**src/pkg/dtap_map.svh**
```systemverilog
/*
 Constants of the debug test port: instruction codes, field positions,
 reset values and timing figures of the two data registers.
 Assumes inclusion by bare name from the package and the testbench.
*/
// Functional notes
// (RL1) Read-only 32-bit implementation register scanned under the implementation instruction.
// (RL2) Bits 31:29 hold a preset architecture version code.
// (RL3) Bit 24 takes its reset value from a core input about probe interrupts.
// (RL4) Bits 23:21 encode address-space-identifier width from a core input.
// (RL5) Bit 14 always reads one: no probe memory access support.
// (RL6) Several implementation values come from core inputs, set per derivative.
// (RL7) 32-bit debug control register scanned under the control instruction.
// (RL8) Control register reachable only by scan: written by shift-in, read by shift-out.
// (RL9) Update-DR loads control only if reset flag is zero or written zero.
// (RL10) Core hard and soft resets set control values; test-port reset does not.
// (RL11) Core reset works with test clock stopped; values apply once edges resume.
// (RL12) Probe allows five test clocks after core reset for control bits to settle.
// (RL13) Reset flag resets to one and stays one while core reset is applied.
// (RL14) Probe clears the reset flag by scanning zero to acknowledge it.
// (RL15) Instruction register is five bits; it acts from the next data scan.
// (RL16) Reserved implementation fields read zero; scanned data to it is ignored.
`ifndef DTAP_MAP_SVH
`define DTAP_MAP_SVH

`define DTAP_IR_W            5
`define DTAP_DR_W            32
`define DTAP_IR_CAPTURE      5'h01
`define DTAP_INS_IDCODE      5'h01
`define DTAP_INS_IMPL        5'h03
`define DTAP_INS_CONTROL     5'h0a
`define DTAP_INS_BYPASS      5'h1f

`define DTAP_IMPL_VER_HI     31
`define DTAP_IMPL_VER_LO     29
`define DTAP_IMPL_INT_BIT    24
`define DTAP_IMPL_SID_HI     23
`define DTAP_IMPL_SID_LO     21
`define DTAP_IMPL_NO_PROBE_MEM_ACCESS_BIT  14
`define DTAP_VER_2_5         3'h1
`define DTAP_VER_2_6         3'h2
`define DTAP_IMPL_RSV_MASK   32'h1e1fbfff

`define DTAP_CTL_ROCC_BIT    31
`define DTAP_CTL_RESET       32'h80000000
`define DTAP_CTL_WMASK       32'h0000d008
`define DTAP_ID_DEFAULT      32'h00000001

`define DTAP_CORE_SETTLE_TCK 5

`endif

```
**src/pkg/dtap_pkg.sv**
```systemverilog
/*
 Types of the debug test port: the sixteen states of the test port
 controller. Assumes dtap_map.svh is on the include path.
*/
`default_nettype none
`include "dtap_map.svh"

package dtap_pkg;

	typedef enum logic [3:0]
	{
		TAP_RESET,
		TAP_IDLE,
		TAP_SEL_DR,
		TAP_CAP_DR,
		TAP_SHIFT_DR,
		TAP_EXIT1_DR,
		TAP_PAUSE_DR,
		TAP_EXIT2_DR,
		TAP_UPD_DR,
		TAP_SEL_IR,
		TAP_CAP_IR,
		TAP_SHIFT_IR,
		TAP_EXIT1_IR,
		TAP_PAUSE_IR,
		TAP_EXIT2_IR,
		TAP_UPD_IR
	} dtap_state_type;

endpackage : dtap_pkg

`default_nettype wire

```
**src/rtl/dtap_sync.sv**
```systemverilog
/*
 Three-stage synchroniser for the test port pins. Stages two and three
 are offered so the caller can accept a change once both agree.
 Assumes the inputs are asynchronous to clk.
*/
`timescale 1ns/10ps
`default_nettype none

module dtap_sync
	import dtap_pkg::*;
(
	// Clock and reset
	input  wire logic       clk,
	input  wire logic       nrst,
	// Pins and stages
	input  wire logic [3:0] pin_in,
	input  wire logic [3:0] pin_rst,
	output logic      [3:0] stage2,
	output logic      [3:0] stage3
);

	logic [3:0] stage1;

	genvar i;
	generate
		for (i = 0; i < 4; i++)
		begin : g_bit
			always_ff @(posedge clk or negedge nrst)
			begin
				if (!nrst)
				begin
					stage1[i] <= 1'b0;
					stage2[i] <= 1'b0;
					stage3[i] <= 1'b0;
				end
				else
				begin
					stage1[i] <= pin_in[i];
					stage2[i] <= stage1[i];
					stage3[i] <= stage2[i];
				end
			end
		end
	endgenerate

	// Reset level of every bit is fixed at zero; pin_rst is only folded into unused_rst.
	logic unused_rst;
	assign unused_rst = ^pin_rst;

endmodule : dtap_sync

`default_nettype wire

```
**src/rtl/dtap_top.sv**
```systemverilog
/*
 Debug test port with the implementation-features and debug control
 data registers. The probe's test clock, mode, data and test reset pins
 are sampled on clk; core hard and soft resets arrive on clk's domain.
*/
`timescale 1ns/10ps
`default_nettype none

module dtap_top
	import dtap_pkg::*;
#(
	parameter logic [31:0] ID_CODE = `DTAP_ID_DEFAULT // Arbitrary value.
)
(
	// Clock and reset
	input  wire logic        clk,
	input  wire logic        nrst,
	// Test port pins
	input  wire logic        tck,
	input  wire logic        tms,
	input  wire logic        tdi,
	input  wire logic        trst_n,
	output logic             tdo,
	output logic             tdo_oe_n,
	// Core side
	input  wire logic        hard_rst_n,
	input  wire logic        soft_rst_n,
	input  wire logic        probe_int_support_input,
	input  wire logic [2:0]  space_id_width,
	input  wire logic        new_core_rev,
	output logic      [31:0] debug_control
);

	logic [3:0]             s2;
	logic [3:0]             s3;
	logic [3:0]             pin_q;
	logic                   tck_rise;
	logic                   tck_fall;
	logic                   trst_act;
	dtap_state_type         state;
	dtap_state_type         next_state;
	logic [`DTAP_IR_W-1:0]  ir_shift;
	logic [`DTAP_IR_W-1:0]  ir;
	logic [`DTAP_DR_W-1:0]  dr_shift;
	logic [31:0]            impl;
	logic                   core_rst;
	logic                   upd_ctl;

	function automatic logic [31:0] sel_capture(input logic [4:0] code,
		input logic [31:0] im, input logic [31:0] ct);
		if (code == `DTAP_INS_IMPL)
			sel_capture = im;
		else if (code == `DTAP_INS_CONTROL)
			sel_capture = ct;
		else if (code == `DTAP_INS_IDCODE)
			sel_capture = ID_CODE;
		else
			sel_capture = 32'h00000000;
	endfunction : sel_capture

	function automatic logic sel_is_wide(input logic [4:0] code);
		sel_is_wide = (code == `DTAP_INS_IMPL) || (code == `DTAP_INS_CONTROL)
			|| (code == `DTAP_INS_IDCODE);
	endfunction : sel_is_wide

	// Pin order: 0 tck, 1 tms, 2 tdi, 3 trst_n.
	dtap_sync u_sync
	(
		.clk     (clk),
		.nrst    (nrst),
		.pin_in  ({trst_n, tdi, tms, tck}),
		.pin_rst (4'h0),
		.stage2  (s2),
		.stage3  (s3)
	);

	// A pin change is taken only once stages two and three agree.
	// The test reset reads as active until the synchroniser has seen the pin
	// high, so no false release edge follows nrst and the port stays in reset.
	always_ff @(posedge clk or negedge nrst)
	begin
		if (!nrst)
			pin_q <= 4'h0;
		else
			pin_q <= (s2 & ~(s2 ^ s3)) | (pin_q & (s2 ^ s3));
	end

	assign tck_rise = (s2[0] == s3[0]) && s3[0] && !pin_q[0];
	assign tck_fall = (s2[0] == s3[0]) && !s3[0] && pin_q[0];
	assign trst_act = !pin_q[3];
	assign core_rst = !hard_rst_n || !soft_rst_n;

	always_comb
	begin
		next_state = state;
		case (state)
			TAP_RESET:    next_state = pin_q[1] ? TAP_RESET : TAP_IDLE;
			TAP_IDLE:     next_state = pin_q[1] ? TAP_SEL_DR : TAP_IDLE;
			TAP_SEL_DR:   next_state = pin_q[1] ? TAP_SEL_IR : TAP_CAP_DR;
			TAP_CAP_DR:   next_state = pin_q[1] ? TAP_EXIT1_DR : TAP_SHIFT_DR;
			TAP_SHIFT_DR: next_state = pin_q[1] ? TAP_EXIT1_DR : TAP_SHIFT_DR;
			TAP_EXIT1_DR: next_state = pin_q[1] ? TAP_UPD_DR : TAP_PAUSE_DR;
			TAP_PAUSE_DR: next_state = pin_q[1] ? TAP_EXIT2_DR : TAP_PAUSE_DR;
			TAP_EXIT2_DR: next_state = pin_q[1] ? TAP_UPD_DR : TAP_SHIFT_DR;
			TAP_UPD_DR:   next_state = pin_q[1] ? TAP_SEL_DR : TAP_IDLE;
			TAP_SEL_IR:   next_state = pin_q[1] ? TAP_RESET : TAP_CAP_IR;
			TAP_CAP_IR:   next_state = pin_q[1] ? TAP_EXIT1_IR : TAP_SHIFT_IR;
			TAP_SHIFT_IR: next_state = pin_q[1] ? TAP_EXIT1_IR : TAP_SHIFT_IR;
			TAP_EXIT1_IR: next_state = pin_q[1] ? TAP_UPD_IR : TAP_PAUSE_IR;
			TAP_PAUSE_IR: next_state = pin_q[1] ? TAP_EXIT2_IR : TAP_PAUSE_IR;
			TAP_EXIT2_IR: next_state = pin_q[1] ? TAP_UPD_IR : TAP_SHIFT_IR;
			TAP_UPD_IR:   next_state = pin_q[1] ? TAP_SEL_DR : TAP_IDLE;
			default:      next_state = TAP_RESET;
		endcase
	end

	always_ff @(posedge clk or negedge nrst)
	begin
		if (!nrst)
			state <= TAP_RESET;
		else if (trst_act)
			state <= TAP_RESET;
		else if (tck_rise)
			state <= next_state;
	end

	// Instruction path; the held code changes at Update-IR and returns to the IDCODE instruction in the reset state.
	always_ff @(posedge clk or negedge nrst)
	begin
		if (!nrst)
		begin
			ir_shift <= `DTAP_IR_CAPTURE;
			ir       <= `DTAP_INS_IDCODE;
		end
		else if (trst_act)
		begin
			ir_shift <= `DTAP_IR_CAPTURE;
			ir       <= `DTAP_INS_IDCODE;
		end
		else if (tck_rise)
		begin
			if (state == TAP_RESET)
				ir <= `DTAP_INS_IDCODE;
			else if (state == TAP_CAP_IR)
				ir_shift <= `DTAP_IR_CAPTURE;
			else if (state == TAP_SHIFT_IR)
				ir_shift <= {pin_q[2], ir_shift[`DTAP_IR_W-1:1]}; // RL15
			else if (state == TAP_UPD_IR)
				ir <= ir_shift; // RL15
		end
	end

	// Implementation values follow the core straps while the core is held in
	// reset, and are caught once after nrst, so they act as reset values.
	logic impl_loaded;
	always_ff @(posedge clk or negedge nrst)
	begin
		if (!nrst)
		begin
			impl        <= 32'h00000000;
			impl_loaded <= 1'b0;
		end
		else if (core_rst || !impl_loaded)
		begin
			impl_loaded <= 1'b1;
			impl <= 32'h00000000; // RL16
			impl[`DTAP_IMPL_VER_HI:`DTAP_IMPL_VER_LO] <=
				new_core_rev ? `DTAP_VER_2_6 : `DTAP_VER_2_5; // RL2
			impl[`DTAP_IMPL_INT_BIT] <= probe_int_support_input; // RL3 RL6
			impl[`DTAP_IMPL_SID_HI:`DTAP_IMPL_SID_LO] <= space_id_width; // RL4 RL6
			impl[`DTAP_IMPL_NO_PROBE_MEM_ACCESS_BIT] <= 1'b1; // RL5
		end
	end

	// Data path: one shared shift register, bypass uses its bottom bit alone.
	always_ff @(posedge clk or negedge nrst)
	begin
		if (!nrst)
			dr_shift <= 32'h00000000;
		else if (tck_rise)
		begin
			if (state == TAP_CAP_DR)
				dr_shift <= sel_capture(ir, impl, debug_control); // RL1 RL7 RL8
			else if (state == TAP_SHIFT_DR && sel_is_wide(ir))
				dr_shift <= {pin_q[2], dr_shift[`DTAP_DR_W-1:1]};
			else if (state == TAP_SHIFT_DR)
				dr_shift[0] <= pin_q[2];
		end
	end

	// Update is refused while an unacknowledged core reset is flagged.
	assign upd_ctl = tck_rise && state == TAP_UPD_DR && ir == `DTAP_INS_CONTROL
		&& (!debug_control[`DTAP_CTL_ROCC_BIT] || !dr_shift[`DTAP_CTL_ROCC_BIT]);

	// Core resets act on clk, so a stopped test clock does not delay them, and
	// the test reset pin never reaches this register. The register settles one
	// clk after a core reset, well inside the five test clocks the probe allows.
	always_ff @(posedge clk or negedge nrst)
	begin
		if (!nrst)
			debug_control <= `DTAP_CTL_RESET;
		else if (core_rst)
			debug_control <= `DTAP_CTL_RESET; // RL10 RL11 RL12 RL13
		else if (upd_ctl)
			debug_control <= (dr_shift & `DTAP_CTL_WMASK)
				| (dr_shift & `DTAP_CTL_RESET); // RL9 RL14
	end

	// Output changes on the falling test clock edge while shifting.
	always_ff @(posedge clk or negedge nrst)
	begin
		if (!nrst)
		begin
			tdo      <= 1'b0;
			tdo_oe_n <= 1'b1;
		end
		else if (tck_fall)
		begin
			tdo_oe_n <= !(state == TAP_SHIFT_DR || state == TAP_SHIFT_IR);
			if (state == TAP_SHIFT_IR)
				tdo <= ir_shift[0];
			else
				tdo <= dr_shift[0];
		end
	end
endmodule : dtap_top

`default_nettype wire

```
**config.mk**
```make
export PLATFORM = sky130hd
export DESIGN_NAME = dtap_top
export DESIGN_NICKNAME = d
export VERILOG_FILES = /design/src/pkg/dtap_pkg.sv /design/src/rtl/dtap_sync.sv /design/src/rtl/dtap_top.sv
export VERILOG_INCLUDE_DIRS = /design/src /design/src/pkg
export SDC_FILE = /design/constraint.sdc
export NUM_CORES = 1
export LEC_CHECK = 0
export BUFFER_PORTS_ARGS = -buffer_cell sky130_fd_sc_hd__buf_4
export CORE_MARGIN = 1
export CORE_UTILIZATION = 55
export CTS_BUF_LIST = sky130_fd_sc_hd__clkbuf_16
export DETAILED_ROUTE_END_ITERATION = 8
export PLACE_DENSITY = 0.76
export SLEW_MARGIN = 20
export SYNTH_ARGS = -nofsm -noshare
export SYNTH_HDL_FRONTEND = slang
export SYNTH_SLANG_ARGS = --single-unit
```
**constraint.sdc**
```tcl
create_clock -name clk -period 2.2 [get_ports clk]
set_input_delay 0.22 -clock clk [delete_from_list [all_inputs] [get_ports clk]]
set_output_delay 0.22 -clock clk [all_outputs]
set_load 0.005 [all_outputs]
```
Word level (Yosys, flattened, before mapping)
Cells that the tools add are included.
{"block": "op_classes", "n_reduce_logical": 33, "eq_ne": 25, "bitwise": 6, "mux": 37}
{"operator": "$mux W32", "count": 5}
{"operator": "$mux W5", "count": 11}
{"operator": "$pmux W4 S12", "count": 1}
{"operator": "$eq A4 B4 Y1 const B", "count": 8}
{"operator": "$or A16 B32 Y32", "count": 1}
{"operator": "$mux W31", "count": 1}
{"operator": "$mux W4", "count": 6}
{"operator": "$eq A4 B3 Y1 const B", "count": 4}
{"operator": "$and A4 B4 Y4", "count": 2}
{"operator": "$eq A4 B2 Y1 const B", "count": 2}
{"operator": "$logic_and A1 B1 Y1", "count": 8}
{"operator": "$logic_not A1 Y1", "count": 8}
{"operator": "$mux W2", "count": 4}
{"operator": "$mux W1", "count": 7}
{"operator": "$logic_or A1 B1 Y1", "count": 6}
{"operator": "$mux W3", "count": 2}
{"operator": "$ne A3 B1 Y1 const B", "count": 2}
{"operator": "$ne A3 B3 Y1 const B", "count": 2}
{"operator": "$eq A5 B1 Y1 const B", "count": 1}
{"operator": "$eq A5 B2 Y1 const B", "count": 1}
{"operator": "$eq A5 B4 Y1 const B", "count": 1}
{"operator": "$eq A4 B1 Y1 const B", "count": 1}
{"operator": "$logic_not A4 Y1", "count": 1}
{"operator": "$not A4 Y4", "count": 1}
{"operator": "other kinds (12)", "count": 15}
{"block": "word_totals", "input_bits": 13, "elab_cells": 124, "regBits": 105}

Depth between registers and ports, before layout
Gate-level depths: netlist (run 1).
{"block": "depth", "ltp_word": 8, "depth_mapped": 6, "depth_no_buf": 5}

By module
Synthesis (run 1) repeated with hierarchy kept, for this count alone.
{"block": "unflattened", "cells_unflattened": 338, "area_unflattened_um2": 3687.3}
{"mod": "dtap_top", "area_per_inst_um2": 3387.0, "cells_each": 326, "instances": 1}
{"mod": "dtap_sync", "area_per_inst_um2": 300.3, "cells_each": 12, "instances": 1}

Worst setup path before layout (run 1)
Ideal clock, no wire load.
{"block": "synth_path", "kind": "register to register", "start": "register state[0]", "end": "register dr_shift[12]", "synth_period_minus_slack_ps": 1701, "arrival_ps": 1573, "setup_ps": 127, "n_path_buf": 1, "required_ps": 2073, "path_stages_with_launch": 6, "slack_ps": 499, "path_cell_list": "dfrtp_1 nor4b_4 o211ai_2 a21oi_2 buf_4 mux2_1"}
{"block": "synth_between", "elab_chain_len": 4, "word_cells_on_any_way": 6, "classes_between": "eq/ne (2); mux (1); reduce/logical (3)"}
{"item": "from (decl)", "line_no": "dtap_top.sv:40", "rtl": "dtap_state_type state;"}
{"item": "from (signal assigned)", "line_no": "dtap_top.sv:124", "rtl": "state <= next_state;"}
{"item": "$eq A4 B3 Y1", "line_no": "dtap_top.sv:184", "rtl": "else if (state == TAP_SHIFT_DR && sel_is_wide(ir))"}
{"item": "$logic_and A1 B1 Y1", "line_no": "dtap_top.sv:184"}
{"item": "$reduce_bool A2 Y1 (no line)"}
{"item": "$reduce_and A2 Y1 (no line)"}
{"item": "to (signal assigned)", "line_no": "dtap_top.sv:183", "rtl": "dr_shift <= sel_capture(ir, impl, debug_control);"}
{"item": "to (signal assigned)", "line_no": "dtap_top.sv:185", "rtl": "dr_shift <= {pin_q[2], dr_shift[`DTAP_DR_W-1:1]};"}
{"item": "to (decl)", "line_no": "dtap_top.sv:44", "rtl": "logic [`DTAP_DR_W-1:0] dr_shift;"}
Several ways; a longest one is shown, not always the timed one.
A chain may end at the register's enable or synchronous reset.

Worst setup path after layout (run 1)
{"block": "layout_path", "start": "register state[0]", "end": "register ir[0]"}
{"block": "layout_between", "elab_chain_len": 4, "word_cells_on_any_way": 11, "classes_between": "eq/ne (6); mux (3); reduce/logical (2)"}
{"item": "branches (longest 4 deep; another with $eq A4 B4 Y1)"}
{"item": "to (signal assigned)", "line_no": "dtap_top.sv:133", "rtl": "ir <= `DTAP_INS_IDCODE;"}
{"item": "to (signal assigned)", "line_no": "dtap_top.sv:138", "rtl": "ir <= `DTAP_INS_IDCODE;"}
{"item": "to (signal assigned)", "line_no": "dtap_top.sv:143", "rtl": "ir <= `DTAP_INS_IDCODE;"}
{"item": "to (decl)", "line_no": "dtap_top.sv:43", "rtl": "logic [`DTAP_IR_W-1:0] ir;"}
Several ways; the timed one is not identified. The select of a mux whose other input is x is not followed.

==> flow_metrics.env, run 1 <==
export IMPL_outcome="finished, violations left"
export IMPL_violations="design-rule violations"
export IMPL_netlist_cell_type_count=60
export IMPL_power_frac_seq_pct=49.4
export IMPL_clock_root_buffer="sky130_fd_sc_hd__clkbuf_16"
export IMPL_die_height_microns=84.0
export IMPL_area_contributors_post_synth="sky130_fd_sc_hd__dfrtp_1 (49%), sky130_fd_sc_hd__buf_4 (5.9%), sky130_fd_sc_hd__mux2_2 (5.2%), sky130_fd_sc_hd__o21ai_0 (3.4%), sky130_fd_sc_hd__nand2_1 (3.3%)"
export IMPL_cp_cell_instances="buf_4 -> nor4_1 -> a31oi_1 -> o21ai_4 -> mux2_2"
export IMPL_cell_with_the_most_instances_after_synthesis="sky130_fd_sc_hd__dfrtp_1"
export IMPL_post_route_cells_drive_above_1_share_pct=19.8
export IMPL_total_die_area_sq_um=7050
export IMPL_synth_fa_ha_area_share_pct=1.49
export IMPL_synth_top_area_share_pct=48.8
export IMPL_finalWorstSetupSlack_ns=0.310
export IMPL_crit_path_start_kind="register"
export IMPL_p_total_uw=2990
export IMPL_boundaryPins=47
export IMPL_floorplan_core_area_sq_um=6420
export IMPL_count_of_buffer_and_inverter_cells_on_the_critical_path=1
export IMPL_post_cts_resize_count=0
export IMPL_tritoncts_num_buffers=9
export IMPL_final_total_negative_setup_slack_ns=0
export IMPL_grt_antenna_before_repair=0
export IMPL_post_cts_setup_buffer_count=0
export IMPL_worst_slack_placed_ns=0.366
export IMPL_worst_ep_arrival_time_ns=2.14
export IMPL_cpPeakStageDelay_ns=0.43
export IMPL_finalClockSkew_ns=0.00552
export IMPL_critPathSlowestCell="sky130_fd_sc_hd__nor4_1"
export IMPL_reg_clk_slew_reported_paths_ns=0.06
export IMPL_synth_top_cells_by_count="sky130_fd_sc_hd__dfrtp_1 (72), sky130_fd_sc_hd__nand2_1 (32), sky130_fd_sc_hd__buf_4 (29), sky130_fd_sc_hd__o21ai_0 (25), sky130_fd_sc_hd__inv_1 (21)"
export IMPL_cts_htree_levels=3
export IMPL_drt_first_pass_iters=6
export IMPL_drt_antenna_violating_nets=0
export IMPL_power_per_cell_area_nw_per_um2=726
export IMPL_max_cap_viol_count=0
export IMPL_synth_largest_area_cell="sky130_fd_sc_hd__dfrtp_1"
export IMPL_cts_sink_count=76
export IMPL_layout_area_overhead_vs_synth_pct=11.4
export IMPL_asyncSetResetFlopFracSynth_pct=100
export IMPL_number_of_enable_flip_flop_cells_after_synthesis=0
export IMPL_routed_met1_length_microns=3190
export IMPL_wl_met2_microns=3070
export IMPL_final_nets=383
export IMPL_worstMarginPinSlew_ns=0.920
export IMPL_p_leak_uw=0.00184
export IMPL_synth_simple_gate_area_share_pct=13.8
export IMPL_viasPerCell=5.54
export IMPL_ys_seq_elements=76
export IMPL_final_period_util_pct=85.9
export IMPL_maximum_vdd_drop_mv=0.546
export IMPL_path_class="reg2reg"
export IMPL_critical_path_top_delay_family="simple AND/OR/NAND/NOR gates"
export IMPL_grt_total_usage_pct=20.4
export IMPL_route_vias_total=2493
export IMPL_synthFlopType="sky130_fd_sc_hd__dfrtp_1"
export IMPL_hold_violations_final=0
export IMPL_nFillCells=493
export IMPL_power_switching_fraction_pct=23.9
export IMPL_synth_top_family_by_area="simple AND/OR/NAND/NOR gates"
export IMPL_layoutNonFillerInstCount=450
export IMPL_cts_hold_buffers_added=4
export IMPL_tritoncts="built"
export IMPL_internal_power_uw=2270
export IMPL_place_congestion=0.803
export IMPL_worstHoldPathType="in2async"
export IMPL_drtIter0Drc=186
export IMPL_globalRouteOverflowTotal=0
export IMPL_synth_area_mux_share_pct=9.48
export IMPL_first_global_vias=2288
export IMPL_synth_yosys_seq_area_share_pct=51.6
export IMPL_maxSlewViolCount=0
export IMPL_diodes=0
export IMPL_floorplan_rows=29
export IMPL_dp_final_hpwl_microns=4380
export IMPL_max_slew_headroom_pct=38.7
export IMPL_end_kind="register"
export IMPL_whs_ns=0.0213
export IMPL_syn_instance_count=346
export IMPL_share_of_total_power_in_combinational_logic_pct=6.6
export IMPL_detail_route_drc_violations=10
export IMPL_synth_compound_area_share_pct=12.7
export IMPL_max_freq_ghz=0.529
export IMPL_post_place_cells=430
export IMPL_highest_layer="met4"
export IMPL_final_min_clock_period_ns=1.89
export IMPL_start_util_pct=57.5
export IMPL_crit_fanout=21
export IMPL_data_required_time_at_the_worst_endpoint_ns=2.45
export IMPL_numPortBuffers=19
export IMPL_clock_power_share_pct=44.0
export IMPL_grt_setup_unrepaired="false"
export IMPL_clock_tree_buffer_depth=2
export IMPL_synthXorXnorAreaFrac_pct=0.237
export IMPL_yosysWarnings=0
export IMPL_clock_latency_ns=0.33
export IMPL_per_instance_average_area_after_synthesis_sq_um=10.7
export IMPL_setup_viol_count_final=0
export IMPL_first_pass_grt_wire_length_microns=11200
export IMPL_die_w_microns=84.0
export IMPL_routed_wirelength_microns=6660
export IMPL_netSwitchingPower_uw=715
export IMPL_routed_wire_length_per_instance_microns=14.8
export IMPL_syn_area_sq_um=3690
export IMPL_met3_wirelength_microns=320
export IMPL_largest_net_degree_at_the_start_of_global_routing=77
power by group through the flow:
stage	Sequential [uW]	Clock, uW	Combinational (uW)
3_3_place_gp	1500	0	189
3_5_place_dp	1500	0	193
6_report	1480	1310	198
5_1_grt	1480	1400	222
4_1_cts	1480	1330	200
2_1_floorplan	1480	0	162
per-stage QoR:
| stage | util [%] | instance area [sq um] |
|---|---|---|
| 3_3_place_gp | 59.3 | 3810 |
| 2_1_floorplan | - | 3790 |
| 6_report | 64.1 | 4120 |
| 3_5_place_dp | 59.3 | 3810 |
| 4_1_cts | 64.1 | 4120 |
| 5_1_grt | 64.1 | 4120 |
cells in the final DEF, fill, tap and decap left out, drive strengths merged, types with 2 or more instances in the layout:
master / n
a211oi: 2
a21boi: 4
a21oi: 8
a22o: 4
a31oi: 2
and2: 2
and3: 2
buf: 29
clkbuf: 9
clkinv: 4
clkinvlp: 3
conb: 28
dfrtp: 72
dfstp: 4
dlygate4sd3: 4
ha: 2
inv: 21
maj3: 3
mux2: 24
mux2i: 8
nand2: 32
nand2b: 4
nand3: 9
nand4: 13
nor2: 12
nor2b: 6
nor3b: 2
nor4b: 2
o211ai: 4
o21ai: 26
o221a: 2
o22ai: 5
or3b: 2
worst paths after layout:
kind	from	end	slack, ns	cells after the start
hold / removal	nrst	state[2]	0.02	1
setup reg to reg	state[0]	ir[0]	0.31	5
hold reg to reg	u_sync.stage1[1]	u_sync.stage2[1]	0.35	0
min in group clk	new_core_rev	impl[29]	0.07	2
setup / recovery	state[0]	ir[0]	0.31	5
max in group asynchronous	nrst	u_sync.stage1[2]	1.58	1
cells by family (layout without fill, tap and decap cells):
kind of cell             after synthesis  in the layout
adder cells (fa/ha/maj)                5              5
buffers and inverters                 69             70
XOR/XNOR                               1              1
flip-flops                            76             76
multiplexers                          32             32
AND/OR/NAND/NOR                       93             93
AO/OA/AOI/OAI                         68             68
other                                  2             28
registers in the layout, summed over array words and instances (netlist names), named ones only:
name / count
state: 4
impl: 7
debug_control: 5
u_sync.stage2: 4
u_sync.stage3: 4
ir_shift: 5
dr_shift: 32
ir: 5
tdo_oe_n: 1
u_sync.stage1: 4
tdo: 1
area by class of cell:
cell class / count / area [sq um] / area share [%]
Clock buffer: 9 / 225 / 5.47
Clock inverter: 7 / 43.8 / 1.06
Inverter: 21 / 78.8 / 1.91
Multi-Input combinational cell: 227 / 1500 / 36.3
Sequential cell: 76 / 1910 / 46.3
Tap cell: 77 / 96.3 / 2.34
Timing Repair Buffer: 33 / 270 / 6.56
metal layers:
layer	global-route usage, %	vias up
li1	-	1192
met1	28.9	1213
met2	31.6	81
met3	3.86	7
met4	7.05	0
met5	0	-
Power figures use the tool's default switching activity.
==> run 2, diff against run 1 <==
CORE_UTILIZATION = 45   (was 55)
MAX_ROUTING_LAYER = met4   (was not set)
PLACE_DENSITY = not set   (was 0.76)
==> run 2 against run 1 <==
Against the previous run: the run now ends clean; via count increased by 1.6%; sequential cell count unchanged; maximum frequency hardly changed; global-route usage is 2.2 points lower; total power is 8.3% higher; largest power group is now clock; design area grew 3.2%; largest cell class unchanged; critical endpoint unchanged; wire length is 2.4% higher.
==> flow_metrics.env, run 2 (same netlist as run 1, synthesis figures left out) <==
export IMPL_outcome="completed"
export IMPL_path_class="reg2reg"
export IMPL_place_congestion=0.778
export IMPL_data_required_time_at_the_worst_endpoint_ns=2.46
export IMPL_layout_cells_most_common="sky130_fd_sc_hd__dfrtp_1"
export IMPL_layout_area_overhead_vs_synth_pct=15.0
export IMPL_final_nets=386
export IMPL_largest_reg_flops=32
export IMPL_routed_wire_length_per_instance_microns=14.3
export IMPL_dp_final_hpwl_microns=4510
export IMPL_worst_slack_placed_ns=0.350
export IMPL_route_vias_total=2533
export IMPL_grt_antenna_before_repair=0
export IMPL_p_total_uw=3240
export IMPL_total_die_area_sq_um=8580
export IMPL_post_route_cells_drive_above_1_share_pct=20.2
export IMPL_layoutNonFillerInstCount=478
export IMPL_cts_sink_count=76
export IMPL_detail_route_drc_violations=0
export IMPL_max_freq_ghz=0.530
export IMPL_globalRouteOverflowTotal=0
export IMPL_drt_antenna_violating_nets=0
export IMPL_numPortBuffers=19
export IMPL_floorplan_rows=32
export IMPL_end_kind="register"
export IMPL_viasPerCell=5.30
export IMPL_clock_latency_ns=0.33
export IMPL_start_util_pct=47.1
export IMPL_die_height_microns=92.6
export IMPL_first_global_vias=2399
export IMPL_top_regs="dr_shift x32, impl x7"
export IMPL_drt_first_pass_iters=4
export IMPL_maximum_vdd_drop_mv=0.500
export IMPL_routed_wirelength_microns=6820
export IMPL_worstMarginPinSlew_ns=0.566
export IMPL_clock_root_buffer="sky130_fd_sc_hd__clkbuf_16"
export IMPL_p_leak_uw=0.00190
export IMPL_hold_violations_final=0
export IMPL_first_pass_grt_wire_length_microns=11600
export IMPL_max_slew_headroom_pct=61.7
export IMPL_finalClockSkew_ns=0.00572
export IMPL_tritoncts_num_buffers=9
export IMPL_final_total_negative_setup_slack_ns=0
export IMPL_boundaryPins=47
export IMPL_worstHoldPathType="in2reg"
export IMPL_max_cap_viol_count=0
export IMPL_drtIter0Drc=174
export IMPL_largest_net_degree_at_the_start_of_global_routing=40
export IMPL_max_flop_register="dr_shift"
export IMPL_grt_setup_unrepaired="false"
export IMPL_reg_clk_slew_reported_paths_ns=0.06
export IMPL_sequential_cell_area_sq_um=1910
export IMPL_post_place_cells=457
export IMPL_tritoncts="built"
export IMPL_crit_path_start_kind="register"
export IMPL_layout_common_cells="sky130_fd_sc_hd__dfrtp_1 (72), sky130_fd_sc_hd__nand2_1 (32), sky130_fd_sc_hd__conb_1 (28), sky130_fd_sc_hd__buf_4 (28), sky130_fd_sc_hd__o21ai_0 (25)"
export IMPL_multi_input_logic_area_sq_um=1500
export IMPL_floorplan_core_area_sq_um=7850
export IMPL_final_min_clock_period_ns=1.89
export IMPL_power_per_cell_area_nw_per_um2=762
export IMPL_worst_ep_arrival_time_ns=2.14
export IMPL_diodes=0
export IMPL_cts_htree_levels=3
export IMPL_clock_tree_buffer_depth=2
export IMPL_maxSlewViolCount=0
export IMPL_finalWorstSetupSlack_ns=0.312
export IMPL_die_w_microns=92.6
export IMPL_grt_total_usage_pct=18.2
export IMPL_setup_viol_count_final=0
export IMPL_crit_fanout=17
export IMPL_final_util_pct=54.1
export IMPL_final_period_util_pct=85.8
export IMPL_nFillCells=687
-- run 2: changes by cell type in the layout (fill, tap and decap cells not counted) --
cell	before	now
sky130_fd_sc_hd__buf_12	1	3
sky130_fd_sc_hd__clkinvlp_4	3	1
sky130_fd_sc_hd__bufinv_16	0	2
sky130_fd_sc_hd__inv_6	0	1
sky130_fd_sc_hd__dlygate4sd3_1	4	5
sky130_fd_sc_hd__clkinv_1	2	0
sky130_fd_sc_hd__inv_1	21	23
sky130_fd_sc_hd__clkinv_2	1	0
-- run 2: path summary, 6_finish.rpt --
kind,slack [ns],end,from,depth (start not counted)
min in group asynchronous,0.42,state[1],nrst,2
worst max-delay path,0.31,ir[0],state[1],5
worst min-delay path,0.06,impl[29],new_core_rev,2
max in group asynchronous,1.16,debug_control[31],nrst,3
worst min register to register,0.35,u_sync.stage2[3],u_sync.stage1[3],0
worst max register to register,0.31,ir[0],state[1],5
-- run 2: cell type report --
class / instances / area share, %
clock inverters: 7 / 2.18
repair buffers: 36 / 7.54
multi-input cells: 227 / 35.2
well taps: 102 / 3.00
flip-flops and latches: 76 / 44.9
clock buffers: 9 / 5.30
inverters: 21 / 1.86
-- run 2: repair_timing --
action / 4_1_cts / 5_1_grt
hold buffers: 5 / 0
endpoints found under the hold margin: 39 / 0
setup buffers: 0 / 0
gates resized for setup: 0 / 0
-- run 2: critical path, cell delays in order (launching register included) --
cell,delay [ns]
sky130_fd_sc_hd__dfrtp_1,0.45
sky130_fd_sc_hd__buf_4,0.23
sky130_fd_sc_hd__nor4_1,0.37
sky130_fd_sc_hd__a31oi_1,0.13
sky130_fd_sc_hd__o21ai_4,0.26
sky130_fd_sc_hd__mux2_2,0.37
-- run 2: layer usage --
layer  vias up  track usage (%)  share of wire [%]
li1       1205                -                  -
met1      1256             24.9                 50
met2        62             26.6                 44
met3        10             4.19                4.8
met4         0             6.67                1.2
met5         -                -                  0
-- run 2: through the flow --
stage	hold WS, ns	instance area, sq um
after floorplan	-0.0756	3790
after global placement	0.233	3880
after global routing	0.0502	4250
after CTS	0.0440	4250
final	0.0587	4250
after detailed placement	0.235	3880
-- run 2: report_power, final --
group	internal [uW]	leakage (uW)	switching (uW)	total (uW)
clock network	990	0.000159	561	1550
registers	1440	0.000994	37.6	1480
logic	89.6	0.000743	120	209
total	2520	0.00190	718	3240
